## config.mk

```make
export PLATFORM = sky130hd
export DESIGN_NAME = sram_ctl
export DESIGN_NICKNAME = d
export VERILOG_FILES = /design/src/verilog/sram_ctl_pkg.sv /design/src/verilog/sram_ctl.sv /design/src/verilog/cycle_timer.sv
export SDC_FILE = /design/constraint.sdc
export NUM_CORES = 1
export LEC_CHECK = 0
export BUFFER_PORTS_ARGS = -buffer_cell sky130_fd_sc_hd__buf_2
export CORE_MARGIN = 2
export CORE_UTILIZATION = 49
export CTS_CLUSTER_DIAMETER = 60
export DETAILED_ROUTE_END_ITERATION = 12
export GPL_ROUTABILITY_DRIVEN = 0
export PLACE_DENSITY = 0.8
export SLEW_MARGIN = 20
export SYNTH_ARGS = -nofsm -noshare
export SYNTH_HDL_FRONTEND = slang
export SYNTH_SLANG_ARGS = --single-unit
```

## constraint.sdc

```tcl
create_clock -name mclk -period 2.15 [get_ports mclk]
set_input_delay 0.215 -clock mclk [delete_from_list [all_inputs] [get_ports mclk]]
set_output_delay 0.215 -clock mclk [all_outputs]
set_load 0.01 [all_outputs]
```

## src/verilog/sram_ctl_pkg.sv

```systemverilog
// Purpose: Constants for the asynchronous 8K x 8 static RAM controller
// Assumes: 10 MHz controller clock, 100 ns period
// Notes:   Times in ns as printed for the slowest speed grade; cycle counts derived
package sram_ctl_pkg;
   localparam int CLK_PERIOD_NS = 100;
   localparam int ADDR_W        = 13;
   localparam int DATA_W        = 8;
   // Slowest grade figures; at 100 ns per cycle every one fits in one cycle
   localparam int ACCESS_NS        = 70;
   localparam int GATE_ACCESS_NS   = 25;
   localparam int SEL_TO_END_NS    = 50;
   localparam int ADDR_TO_END_NS   = 50;
   localparam int DATA_TO_END_NS   = 25;
   localparam int STROBE_FLOAT_NS  = 25;
   localparam int ADDR_SETUP_NS    = 0;
   localparam int HOLD_NS          = 0;
   // Least times round up, never below one cycle
   function automatic int ns_to_cyc(input int ns);
      int c;
      c = (ns + CLK_PERIOD_NS - 1) / CLK_PERIOD_NS;
      return (c < 1) ? 1 : c;
   endfunction : ns_to_cyc
   localparam int ACCESS_CYC     = ns_to_cyc(ACCESS_NS);
   localparam int STROBE_CYC     = ns_to_cyc(SEL_TO_END_NS);
   localparam int FLOAT_CYC      = ns_to_cyc(STROBE_FLOAT_NS);
   localparam int SETUP_CYC      = ns_to_cyc(ADDR_SETUP_NS);
   localparam int HOLD_CYC       = ns_to_cyc(HOLD_NS);
   localparam int CNT_W          = 4;
   localparam logic [CNT_W-1:0] CNT_ZERO = 4'h0;
endpackage : sram_ctl_pkg

```

## src/verilog/sram_ctl.sv

```systemverilog
// Purpose: Host-side controller driving an asynchronous 8K x 8 static RAM
// Assumes: Inputs synchronous to mclk; one request at a time
// Notes:   Strobe-controlled writes, gate held high outside reads
`timescale 1ns/1ns
// Notes on behaviour
// Both selects active makes the memory decode thirteen lines to one word.
// Either select inactive deselects the memory, floating data, standby power.
// Gate high forces memory data drivers off whatever else happens.
// Read: strobe high, selected; memory drives only with gate low.
// Read data appears an access delay after the last enabling event.
// Selected with gate low, data follows each address change.
// Stable address at selection gives data at later of select and gate delay.
// Select access does not depend on prior deselect length.
// Write spans from last select or strobe start to first reversal.
// During write the memory stores data lines and floats outputs.
// Gate low in strobe write lets outputs turn on briefly.
// Strobe already low at selection keeps memory outputs off.
// Strobe-ended write references data setup and hold to strobe rise.
// Select-ended write references data to select release; outputs float.
// Address changes only while a select or the strobe is inactive.
// Address stable from write start until after write end.
// Selects active at least the grade time before write end.
// Write data valid before write end by grade; held zero after.
// Address valid at least the grade time before write end.
// Fast writes allowed when continuously selected with gate high.
// Fast write data and address valid before strobe rises.
// Gate stays high except when reading, avoiding bus contention.
// Data valid within select access time by grade.
// Read data held at least five ns after address change.
// Data valid within gate access time by grade.
module sram_ctl
   import sram_ctl_pkg::*;
(
   input  wire logic              mclk,
   input  wire logic              rst_b,
   input  wire logic              req_valid,
   input  wire logic              req_write,
   input  wire logic [ADDR_W-1:0] req_addr,
   input  wire logic [DATA_W-1:0] req_wdata,
   output logic                   req_ready,
   output logic                   rsp_valid,
   output logic      [DATA_W-1:0] rsp_rdata,
   output logic      [ADDR_W-1:0] word_select_lines,
   output logic                   select_low_active_b,
   output logic                   select_high_active,
   output logic                   write_strobe_b,
   output logic                   output_gate_b,
   input  wire logic [DATA_W-1:0] shared_data_lines_in,
   output logic      [DATA_W-1:0] shared_data_lines_out,
   output logic                   shared_data_lines_oe
);
   typedef enum logic [2:0] {
      ST_IDLE, ST_SETUP, ST_RD_WAIT, ST_WR_PULSE, ST_HOLD
   } state_t;
   typedef struct packed {
      state_t              st;
      logic                wr;
      logic [ADDR_W-1:0]   addr;
      logic [DATA_W-1:0]   wdata;
      logic [DATA_W-1:0]   rdata;
      logic                rsp;
      logic                sel;
      logic                strobe;
      logic                gate;
      logic                drive;
   } ctl_t;
   ctl_t s_r;
   ctl_t s_nxt;
   logic             tmr_load;
   logic [CNT_W-1:0] tmr_val;
   logic             tmr_done;
   cycle_timer #(.W(CNT_W)) u_timer (
      .mclk     (mclk),
      .rst_b    (rst_b),
      .load     (tmr_load),
      .load_val (tmr_val),
      .done     (tmr_done)
   );
   always_comb begin
      s_nxt    = s_r;
      tmr_load = 1'b0;
      tmr_val  = CNT_ZERO;
      s_nxt.rsp = 1'b0;
      unique case (s_r.st)
         ST_IDLE: begin
            // Address only moves while deselected and strobe high
            if (req_valid) begin
               s_nxt.addr  = req_addr;
               s_nxt.wr    = req_write;
               s_nxt.wdata = req_wdata;
               s_nxt.st    = ST_SETUP;
               tmr_load    = 1'b1;
               tmr_val     = CNT_W'(SETUP_CYC - 1);
            end
         end
         ST_SETUP: begin
            // Address has stood a full cycle before selection
            if (tmr_done) begin
               s_nxt.sel = 1'b1;
               if (s_r.wr) begin
                  // Gate stays high so memory never drives during the write
                  // Every write reselects; back-to-back fast writes are never issued
                  s_nxt.strobe = 1'b1;
                  s_nxt.drive  = 1'b1;
                  s_nxt.st     = ST_WR_PULSE;
                  tmr_load     = 1'b1;
                  tmr_val      = CNT_W'(STROBE_CYC - 1);
               end else begin
                  s_nxt.gate = 1'b1;
                  s_nxt.st   = ST_RD_WAIT;
                  tmr_load   = 1'b1;
                  tmr_val    = CNT_W'(ACCESS_CYC - 1);
               end
            end
         end
         ST_RD_WAIT: begin
            if (tmr_done) begin
               s_nxt.rdata = shared_data_lines_in;
               s_nxt.rsp   = 1'b1;
               s_nxt.gate  = 1'b0;
               s_nxt.sel   = 1'b0;
               s_nxt.st    = ST_HOLD;
               tmr_load    = 1'b1;
               tmr_val     = CNT_W'(HOLD_CYC - 1);
            end
         end
         ST_WR_PULSE: begin
            if (tmr_done) begin
               // Strobe rises first; selects and data stay one more cycle
               s_nxt.strobe = 1'b0;
               s_nxt.st     = ST_HOLD;
               tmr_load     = 1'b1;
               tmr_val      = CNT_W'(HOLD_CYC - 1);
            end
         end
         ST_HOLD: begin
            if (tmr_done) begin
               s_nxt.sel   = 1'b0;
               s_nxt.drive = 1'b0;
               s_nxt.st    = ST_IDLE;
            end
         end
      endcase
   end
   always_ff @(posedge mclk) begin
      if (!rst_b) begin
         s_r <= '0;
      end else begin
         s_r <= s_nxt;
      end
   end
   assign req_ready             = (s_r.st == ST_IDLE);
   assign rsp_valid             = s_r.rsp;
   assign rsp_rdata             = s_r.rdata;
   assign word_select_lines     = s_r.addr;
   assign select_low_active_b   = ~s_r.sel;
   assign select_high_active    = s_r.sel;
   assign write_strobe_b        = ~s_r.strobe;
   assign output_gate_b         = ~s_r.gate;
   assign shared_data_lines_out = s_r.wdata;
   assign shared_data_lines_oe  = s_r.drive;
endmodule : sram_ctl

```

## src/verilog/cycle_timer.sv

```systemverilog
// Purpose: Down counter that marks the end of a timed phase
// Assumes: Load and count share one clock; load wins
// Notes:   done is high while the count stands at zero
`timescale 1ns/1ns
module cycle_timer
   import sram_ctl_pkg::*;
#(
   parameter int W = CNT_W
) (
   input  wire logic         mclk,
   input  wire logic         rst_b,
   input  wire logic         load,
   input  wire logic [W-1:0] load_val,
   output logic              done
);
   typedef struct packed {
      logic [W-1:0] cnt;
   } tmr_t;
   tmr_t s_r;
   tmr_t s_nxt;
   always_comb begin
      s_nxt = s_r;
      if (load) begin
         s_nxt.cnt = load_val;
      end else if (s_r.cnt != '0) begin
         s_nxt.cnt = s_r.cnt - 1'b1;
      end
   end
   always_ff @(posedge mclk) begin
      if (!rst_b) begin
         s_r <= '0;
      end else begin
         s_r <= s_nxt;
      end
   end
   assign done = (s_r.cnt == '0);
endmodule : cycle_timer

```

Word level (Yosys, flattened, before mapping)
Cells that the tools add are included.
{"block": "op_classes", "n_div": 0, "n_eq_ne": 12, "order_cmp": 0, "n_shift": 0, "multipliers": 0, "n_mux": 18, "bitwise": 4, "reduce_logical": 18, "addsub": 1}
{"op": "$mux W25", "count": 1}
{"op": "$reduce_and A4 Y1", "count": 5}
{"op": "$ne A2 B2 Y1 const B", "count": 7}
{"op": "$pmux W3 S4", "count": 1}
{"op": "$mux W3", "count": 3}
{"op": "$pmux W1 S2", "count": 4}
{"op": "$eq A3 B2 Y1 const B", "count": 2}
{"op": "$mux W1", "count": 6}
{"op": "$reduce_and A2 Y1", "count": 3}
{"op": "$reduce_bool A2 Y1", "count": 3}
{"op": "$logic_not A4 Y1", "count": 1}
{"op": "$mux W4", "count": 1}
{"op": "$not A1 Y1", "count": 4}
{"op": "$reduce_bool A4 Y1", "count": 1}
{"op": "$reduce_or A2 Y1", "count": 2}
{"op": "$sub A4 B1 Y4 const B", "count": 1}
{"op": "$eq A3 B1 Y1 const B", "count": 1}
{"op": "$eq A3 B3 Y1 const B", "count": 1}
{"op": "$logic_not A3 Y1", "count": 1}
{"op": "$pmux W1 S3", "count": 1}
{"op": "$reduce_bool A3 Y1", "count": 1}
{"op": "$reduce_or A3 Y1", "count": 1}
{"op": "$mux W2", "count": 1}
{"op": "$ne A2 B1 Y1 const B", "count": 1}
{"block": "word_totals", "mem_count": 0, "latch_bits": 0, "mem_bits_ro": 0, "ram_bits": 0, "output_inout_bits": 36, "in_bits": 33, "register_bits": 42, "word_cells": 64}

Longest topological paths before layout
Gate-level depths: netlist of run 1.
{"block": "depth", "word_depth": 4, "mapped_depth": 7, "mapped_depth_nobuf": 5}

By module
A second synthesis of run 1 with hierarchy kept.
{"block": "unflattened", "hier_cells": 219, "hier_area_um2": 1939.4}
{"module": "sram_ctl", "area_each_um2": 1709.1, "cells_each": 196, "seq_area_each_um2": 760.7, "n_inst": 1}
{"module": "cycle_timer", "area_each_um2": 230.2, "cells_each": 23, "seq_area_each_um2": 80.1, "n_inst": 1}

Least setup slack after synthesis of run 1
OpenSTA, ideal clock, no wires.
{"block": "synth_timing", "path_type": "reg2reg", "from": "reg u_timer.s_r[0] (netlist name)", "to": "reg s_r (netlist bit rsp_rdata[0])", "path_buffers": 2, "setup_ps": 72, "slack_ps": 471, "period_less_slack_ps": 1679, "required_ps": 2078, "arrival_ps": 1608, "path_stages_with_launch": 8, "cell_sequence": "dfxtp_1 inv_1 ha_1 or3b_1 buf_6 nor4b_4 buf_6 mux2i_1"}
{"block": "synth_via", "elab_chain_len": 2}
{"element": "from (decl)", "line": "cycle_timer.sv:19", "source": "tmr_t s_r;"}
{"element": "from (signal assigned)", "line": "cycle_timer.sv:33", "source": "s_r <= s_nxt;"}
{"element": "$logic_not A4 Y1", "line": "cycle_timer.sv:36", "source": "assign done = (s_r.cnt == '0);"}
{"element": "$reduce_and A2 Y1 (no line)"}
{"element": "to (signal assigned)", "line": "sram_ctl.sv:149", "source": "s_r <= s_nxt;"}
{"element": "to (decl)", "line": "sram_ctl.sv:67", "source": "ctl_t s_r;"}
Every way passes these cells.
A chain may end at the register's enable or synchronous reset.

Worst setup path after layout of run 1
{"block": "layout_timing", "from": "reg u_timer.s_r[0] (netlist name)", "to": "reg s_r (netlist bit rsp_rdata[5])"}
Same word-level chain as after synthesis.

==> flow_metrics.tcl, run 1 <==
set metrics [dict create \
    status "completed" \
    power_density_mw_per_mm2 1050 \
    cts_made_buffers 5 \
    seq_area_frac_synth_pct 43.2 \
    fp-row-count 22 \
    endpoint_kind "flip-flop" \
    crit_family "simple AND/OR/NAND/NOR gates" \
    final-setup-viol-count 0 \
    worst_path_max_delay_cell "or3b_1" \
    drc 0 \
    slew_headroom_pct 58.4 \
    drive_above_1_share_pct 30.3 \
    fp.dieW_um 67.0 \
    design_area_mm2 0.00217 \
    hold_buffers 0 \
    grt_usage_pct 16.9 \
    grt_pass1_vias 1376 \
    crit_required_ps 2370 \
    clock-sinks 42 \
    final_common_cell "buf_2" \
    cts-root-buf "clkbuf_8" \
    avgViaCountPerCell 4.91 \
    cts_tree "done" \
    nets 301 \
    cp_cell_sequence "inv_1 > ha_1 > or3b_1 > nor4b_4 > buf_4 > mux2i_1" \
    start_util_pct 51.9 \
    syn_area_mm2 0.00194 \
    drtAntennaViolNets 0 \
    hp-class "primary input to flip-flop" \
    drt-total-wl_mm 3.44 \
    antenna_found_initial 0 \
    crit_fanout 10 \
    synth_area_leaders "dfxtp_1 (43%), buf_4 (11%), nand2_1 (7.9%)" \
    critPathArrivalTime_ps 2080 \
    startpoint_type "flip-flop" \
    grt_overflow 0 \
    synth.avg_cell_area_um2 8.34 \
    grt_pass1_wl_mm 5.82 \
    ys_seq_elements 42 \
    dp_hpwl_mm 2.40 \
    layout_setup_ws_ps 291 \
    criticalPathCategory "flip-flop to flip-flop" \
    synth_nets 267 \
    fmax_mhz 538 \
    synth_top_area_share_pct 43.2 \
    crit_buf_inv 2 \
    io_pins 69 \
    rsz0062_at_grt "false" \
    fp.dieArea_mm2 0.00449 \
    ctsHtreeMaxLevel 2 \
    final_cell_mix "buf_2 (68), dfxtp_1 (42), nand2_1 (41)" \
    clk-insertion-delay-late_ps 290 \
    finalClockSkew_ps 7.08 \
    drv_cap 0 \
    post_dp_cell_area_mm2 0.00209 \
    grt_max_degree 47 \
    vdd_drop_max_v 0.000537 \
    synthesis.instances 233 \
    slew_viol_final 0 \
    port_buffers 68 \
    path_clk_slew_ps 80 \
    drt_iter0_markers 75 \
    num_antenna_cells 0 \
    critPathMaxStageDelay_ps 500 \
    period_share_pct 86.5 \
    synth_top_cell_by_area "dfxtp_1" \
    place_ws_ps 302 \
    cts_buffer_depth 2 \
    coreArea_mm2 0.00374 \
    syn_to_final_growth_pct 11.6 \
    tns_ps 0 \
    min_period_ps 1860 \
    dr.pass1.iters 4 \
    worstMarginPinSlew_ps 615 \
    hold_viol 0 \
    die_h_um 67.0 \
    cts_resized 0 \
    nFillCells 352 \
    hold_slack_ps 137 \
    postCtsSetupBuffers 0 \
    wl_per_cell_um 10.9 \
    p_leak_nw 0.937 \
    yosys_warnings 0 \
    num_vias 1548 \
    ys_types 31 \
]
flip-flops by register name (all words and copies together), names as in the netlist:
register,count
shared_data_lines_oe,1
rsp_valid,1
word_select_lines,13
shared_data_lines_out,8
select_high_active,1
rsp_rdata,8
u_timer.s_r,4
s_r,6
power by group:
| group | leakage, nW | switching, mW | internal [mW] | total, mW |
|---|---|---|---|---|
| Clock | 0.0373 | 0.255 | 0.223 | 0.477 |
| Sequential | 0.343 | 0.129 | 0.930 | 1.06 |
| Combinational | 0.557 | 0.407 | 0.326 | 0.734 |
Yosys cell counts:
cell type / n
or4_1: 1
nand3_1: 29
or3b_1: 1
nor2b_1: 2
buf_2: 4
inv_1: 7
a31oi_1: 3
a311oi_1: 1
nor3_1: 3
a211oi_1: 1
o21bai_1: 1
nor4b_1: 1
nor4b_4: 2
nor2_1: 3
nand2_1: 41
nand3b_1: 1
buf_6: 2
buf_4: 29
ha_1: 1
a21oi_1: 6
o21ai_0: 23
and2_1: 1
o211ai_1: 1
nor3b_2: 1
clkbuf_1: 10
dfxtp_1: 42
o21ai_1: 2
nand2b_1: 3
xnor2_1: 1
mux2i_1: 9
o21a_1: 1
stage by stage:
step                      util, %  cells  total power, mW
after floorplan                 -    233             1.71
after global placement       55.8    308             1.80
after detailed placement     55.8    308             1.81
after CTS                    58.0    315             2.29
after global routing         58.0    315             2.44
final                        58.0    315             2.27
worst reg2reg max path, cell delays in order, from the launching register on:
cell	delay, ps
dfxtp_1	330
inv_1	70
ha_1	210
or3b_1	500
nor4b_4	240
buf_4	230
mux2i_1	200
path summary, 6_finish.rpt:
path,start,slack (ps),to,cells after the start
setup / recovery,u_timer.s_r[0]$_SDFFE_PP0N_,290,rsp_rdata[5]$_SDFFE_PN0P_,6
hold / removal,req_wdata[6],140,shared_data_lines_out[6]$_SDFFE_PN0P_,3
setup reg to reg,u_timer.s_r[0]$_SDFFE_PP0N_,290,rsp_rdata[5]$_SDFFE_PN0P_,6
hold reg to reg,word_select_lines[7]$_SDFFE_PN0P_,450,word_select_lines[7]$_SDFFE_PN0P_,2
metal layers:
metal  GRT usage [%]  vias to the layer above  wire length [um]
met1            21.0                      672              1620
met5               0                        -                 0
li1                -                      818                 -
met4            4.59                        0                23
met3            5.91                        2               261
met2            27.6                       56              1530
layout make-up:
class	count	area [um2]	share of cell area [%]
clock buffer	6	72.6	3.34
clock inverter	1	7.51	0.346
inverter	7	26.3	1.21
multi-input combinational	139	779	35.9
sequential	42	841	38.8
tap	48	60.1	2.77
timing repair buffer	72	383	17.6
cell families after synthesis:
kind of cell	Yosys count	share of synthesized area, %
AO/OA/AOI/OAI	39	10.9
adder cells (fa/ha/maj)	1	0.643
multiplexers	9	4.63
buffers and inverters	52	16.7
AND/OR/NAND/NOR	89	23.4
flip-flops	42	43.2
XOR/XNOR	1	0.451
No activity file was read; power rests on OpenSTA's default activity.
==> inputs of run 2 (changes only) <==
--- a/config.mk
+++ b/config.mk
@@ -11,7 +11,7 @@
 export CTS_CLUSTER_DIAMETER = 60
 export DETAILED_ROUTE_END_ITERATION = 12
 export GPL_ROUTABILITY_DRIVEN = 0
-export PLACE_DENSITY = 0.8
+export PLACE_DENSITY = 0.79
 export SLEW_MARGIN = 20
 export SYNTH_ARGS = -nofsm -noshare
 export SYNTH_HDL_FRONTEND = slang
==> constraint.sdc (replaced) <==
create_clock -name mclk -period 1.98 [get_ports mclk]
set_input_delay 0.198 -clock mclk [delete_from_list [all_inputs] [get_ports mclk]]
set_output_delay 0.198 -clock mclk [all_outputs]
set_load 0.01 [all_outputs]
==> run 2 against run 1 <==
Against the previous run:
- global-route usage shrank 0.10 points
- cell area grew 0.81%
- first-iteration DRC count is 1.3% lower
- die area stayed put
- combinational power up 10%
- largest power group unchanged
- highest routed layer unchanged
==> flow_metrics.tcl, run 2 (same netlist as run 1, synthesis figures left out) <==
set metrics [dict create \
    drv_cap 0 \
    syn_to_final_growth_pct 12.5 \
    total_power_mw 2.52 \
    drc 0 \
    largest_reg_flops 13 \
    drt_iter0_markers 74 \
    dp_hpwl_mm 2.50 \
    crit_required_ps 2200 \
    critPathMaxStageDelay_ps 450 \
    drive_above_1_share_pct 31.3 \
    ctsHtreeMaxLevel 2 \
    place_ws_ps 139 \
    grt_usage_pct 16.8 \
    rsz0062_at_grt "false" \
    worstMarginPinSlew_ps 622 \
    hp-class "primary input to flip-flop" \
    vdd_drop_max_v 0.000595 \
    port_buffers 68 \
    final_cell_count_no_fill 316 \
    r2r_slack_ps 200 \
    die_h_um 67.0 \
    cts_made_buffers 5 \
    crit_family "simple AND/OR/NAND/NOR gates" \
    grt_pass1_wl_mm 5.83 \
    cp_cell_sequence "inv_1 > ha_1 > or3b_4 > nor4b_4 > buf_4 > mux2i_1" \
    crit_buf_inv 2 \
    min_period_ps 1780 \
    fp.dieArea_mm2 0.00449 \
    io_pins 69 \
    worst_path_max_delay_cell "or3b_4" \
    startpoint_type "flip-flop" \
    grt_max_degree 47 \
    final_cell_mix "buf_2 (68), dfxtp_1 (42), nand2_1 (41)" \
    multiInputGateArea_um2 782 \
    hold_viol 0 \
    worstRegToRegCells 6 \
    num_antenna_cells 0 \
    fp.dieW_um 67.0 \
    fp-row-count 22 \
    path_clk_slew_ps 80 \
    hold_start "req_addr[11]" \
    slew_viol_final 0 \
    slew_headroom_pct 57.9 \
    period_share_pct 89.9 \
    crit_fanout 10 \
    wl_per_cell_um 11.1 \
    placedCellCount 308 \
    fmax_mhz 562 \
    finalClockSkew_ps 5.37 \
    grt_pass1_vias 1324 \
    hold_slack_ps 121 \
    nFillCells 363 \
    drtAntennaViolNets 0 \
    seqCellArea_um2 841 \
    postCtsSetupBuffers 0 \
    hold_buffers 0 \
    cts_resized 0 \
    final_common_cell "buf_2" \
    start_util_pct 51.9 \
    p_leak_nw 0.944 \
    nets 301 \
    crit_cells 6 \
    power_density_mw_per_mm2 1150 \
    avgViaCountPerCell 4.94 \
    clk-insertion-delay-late_ps 290 \
    grt_overflow 0 \
    startpoint "u_timer.s_r[0]$_SDFFE_PP0N_" \
    tns_ps 0 \
    final-setup-viol-count 0 \
    endpoint_kind "flip-flop" \
    criticalPathCategory "flip-flop to flip-flop" \
    coreArea_mm2 0.00374 \
    cts_tree "done" \
    antenna_found_initial 0 \
    status "completed" \
    clock-sinks 42 \
    cts-root-buf "clkbuf_8" \
    drt-total-wl_mm 3.51 \
    cts_buffer_depth 2 \
    holdPathStages 3 \
    r2r-start "u_timer.s_r[0]$_SDFFE_PP0N_" \
    layout_setup_ws_ps 200 \
    dr.pass1.iters 6 \
    num_vias 1562 \
    critPathArrivalTime_ps 2000 \
]
[run 2: report_power, final]
group          total, mW  switching [mW]  internal (mW)
registers           1.15           0.142           1.01
clock network      0.561           0.281          0.280
logic              0.810           0.445          0.365
total               2.52           0.868           1.65
[run 2: path summary, 6_finish.rpt]
| kind | to |
|---|---|
| worst max-delay path | rsp_rdata[1]$_SDFFE_PN0P_ |
| worst max register to register | rsp_rdata[1]$_SDFFE_PN0P_ |
| worst min-delay path | word_select_lines[11]$_SDFFE_PN0P_ |
| worst min register to register | rsp_rdata[7]$_SDFFE_PN0P_ |
[run 2: cell type report]
cell class,instances,share of cell area (%)
timing repair buffer,72,17.5
multi-input combinational,139,35.8
clock buffer,6,3.78
tap,48,2.75
inverter,7,1.20
clock inverter,2,0.572
sequential,42,38.4
[run 2: worst min-delay path: cells and delay by family]
| kind | cells | cell delay, ps |
|---|---|---|
| compound gates | 1 | 60 |
| buf+inv | 1 | 70 |
| simple gates | 1 | 50 |
[run 2: routing by layer]
metal / track usage, % / share of wire, % / wire length [um] / up-vias
li1: - / - / - / 819
met1: 21.3 / 48 / 1690 / 690
met2: 26.9 / 44 / 1530 / 49
met3: 7.09 / 7.7 / 271 / 4
met4: 3.06 / 0.60 / 21 / 0
met5: 0 / 0 / 0 / -
[run 2: through the flow]
stage / area, um2 / utilization [%]
2_1_floorplan: 1940 / -
3_3_place_gp: 2090 / 55.8
3_5_place_dp: 2090 / 55.8
4_1_cts: 2180 / 58.4
5_1_grt: 2190 / 58.4
6_report: 2190 / 58.4
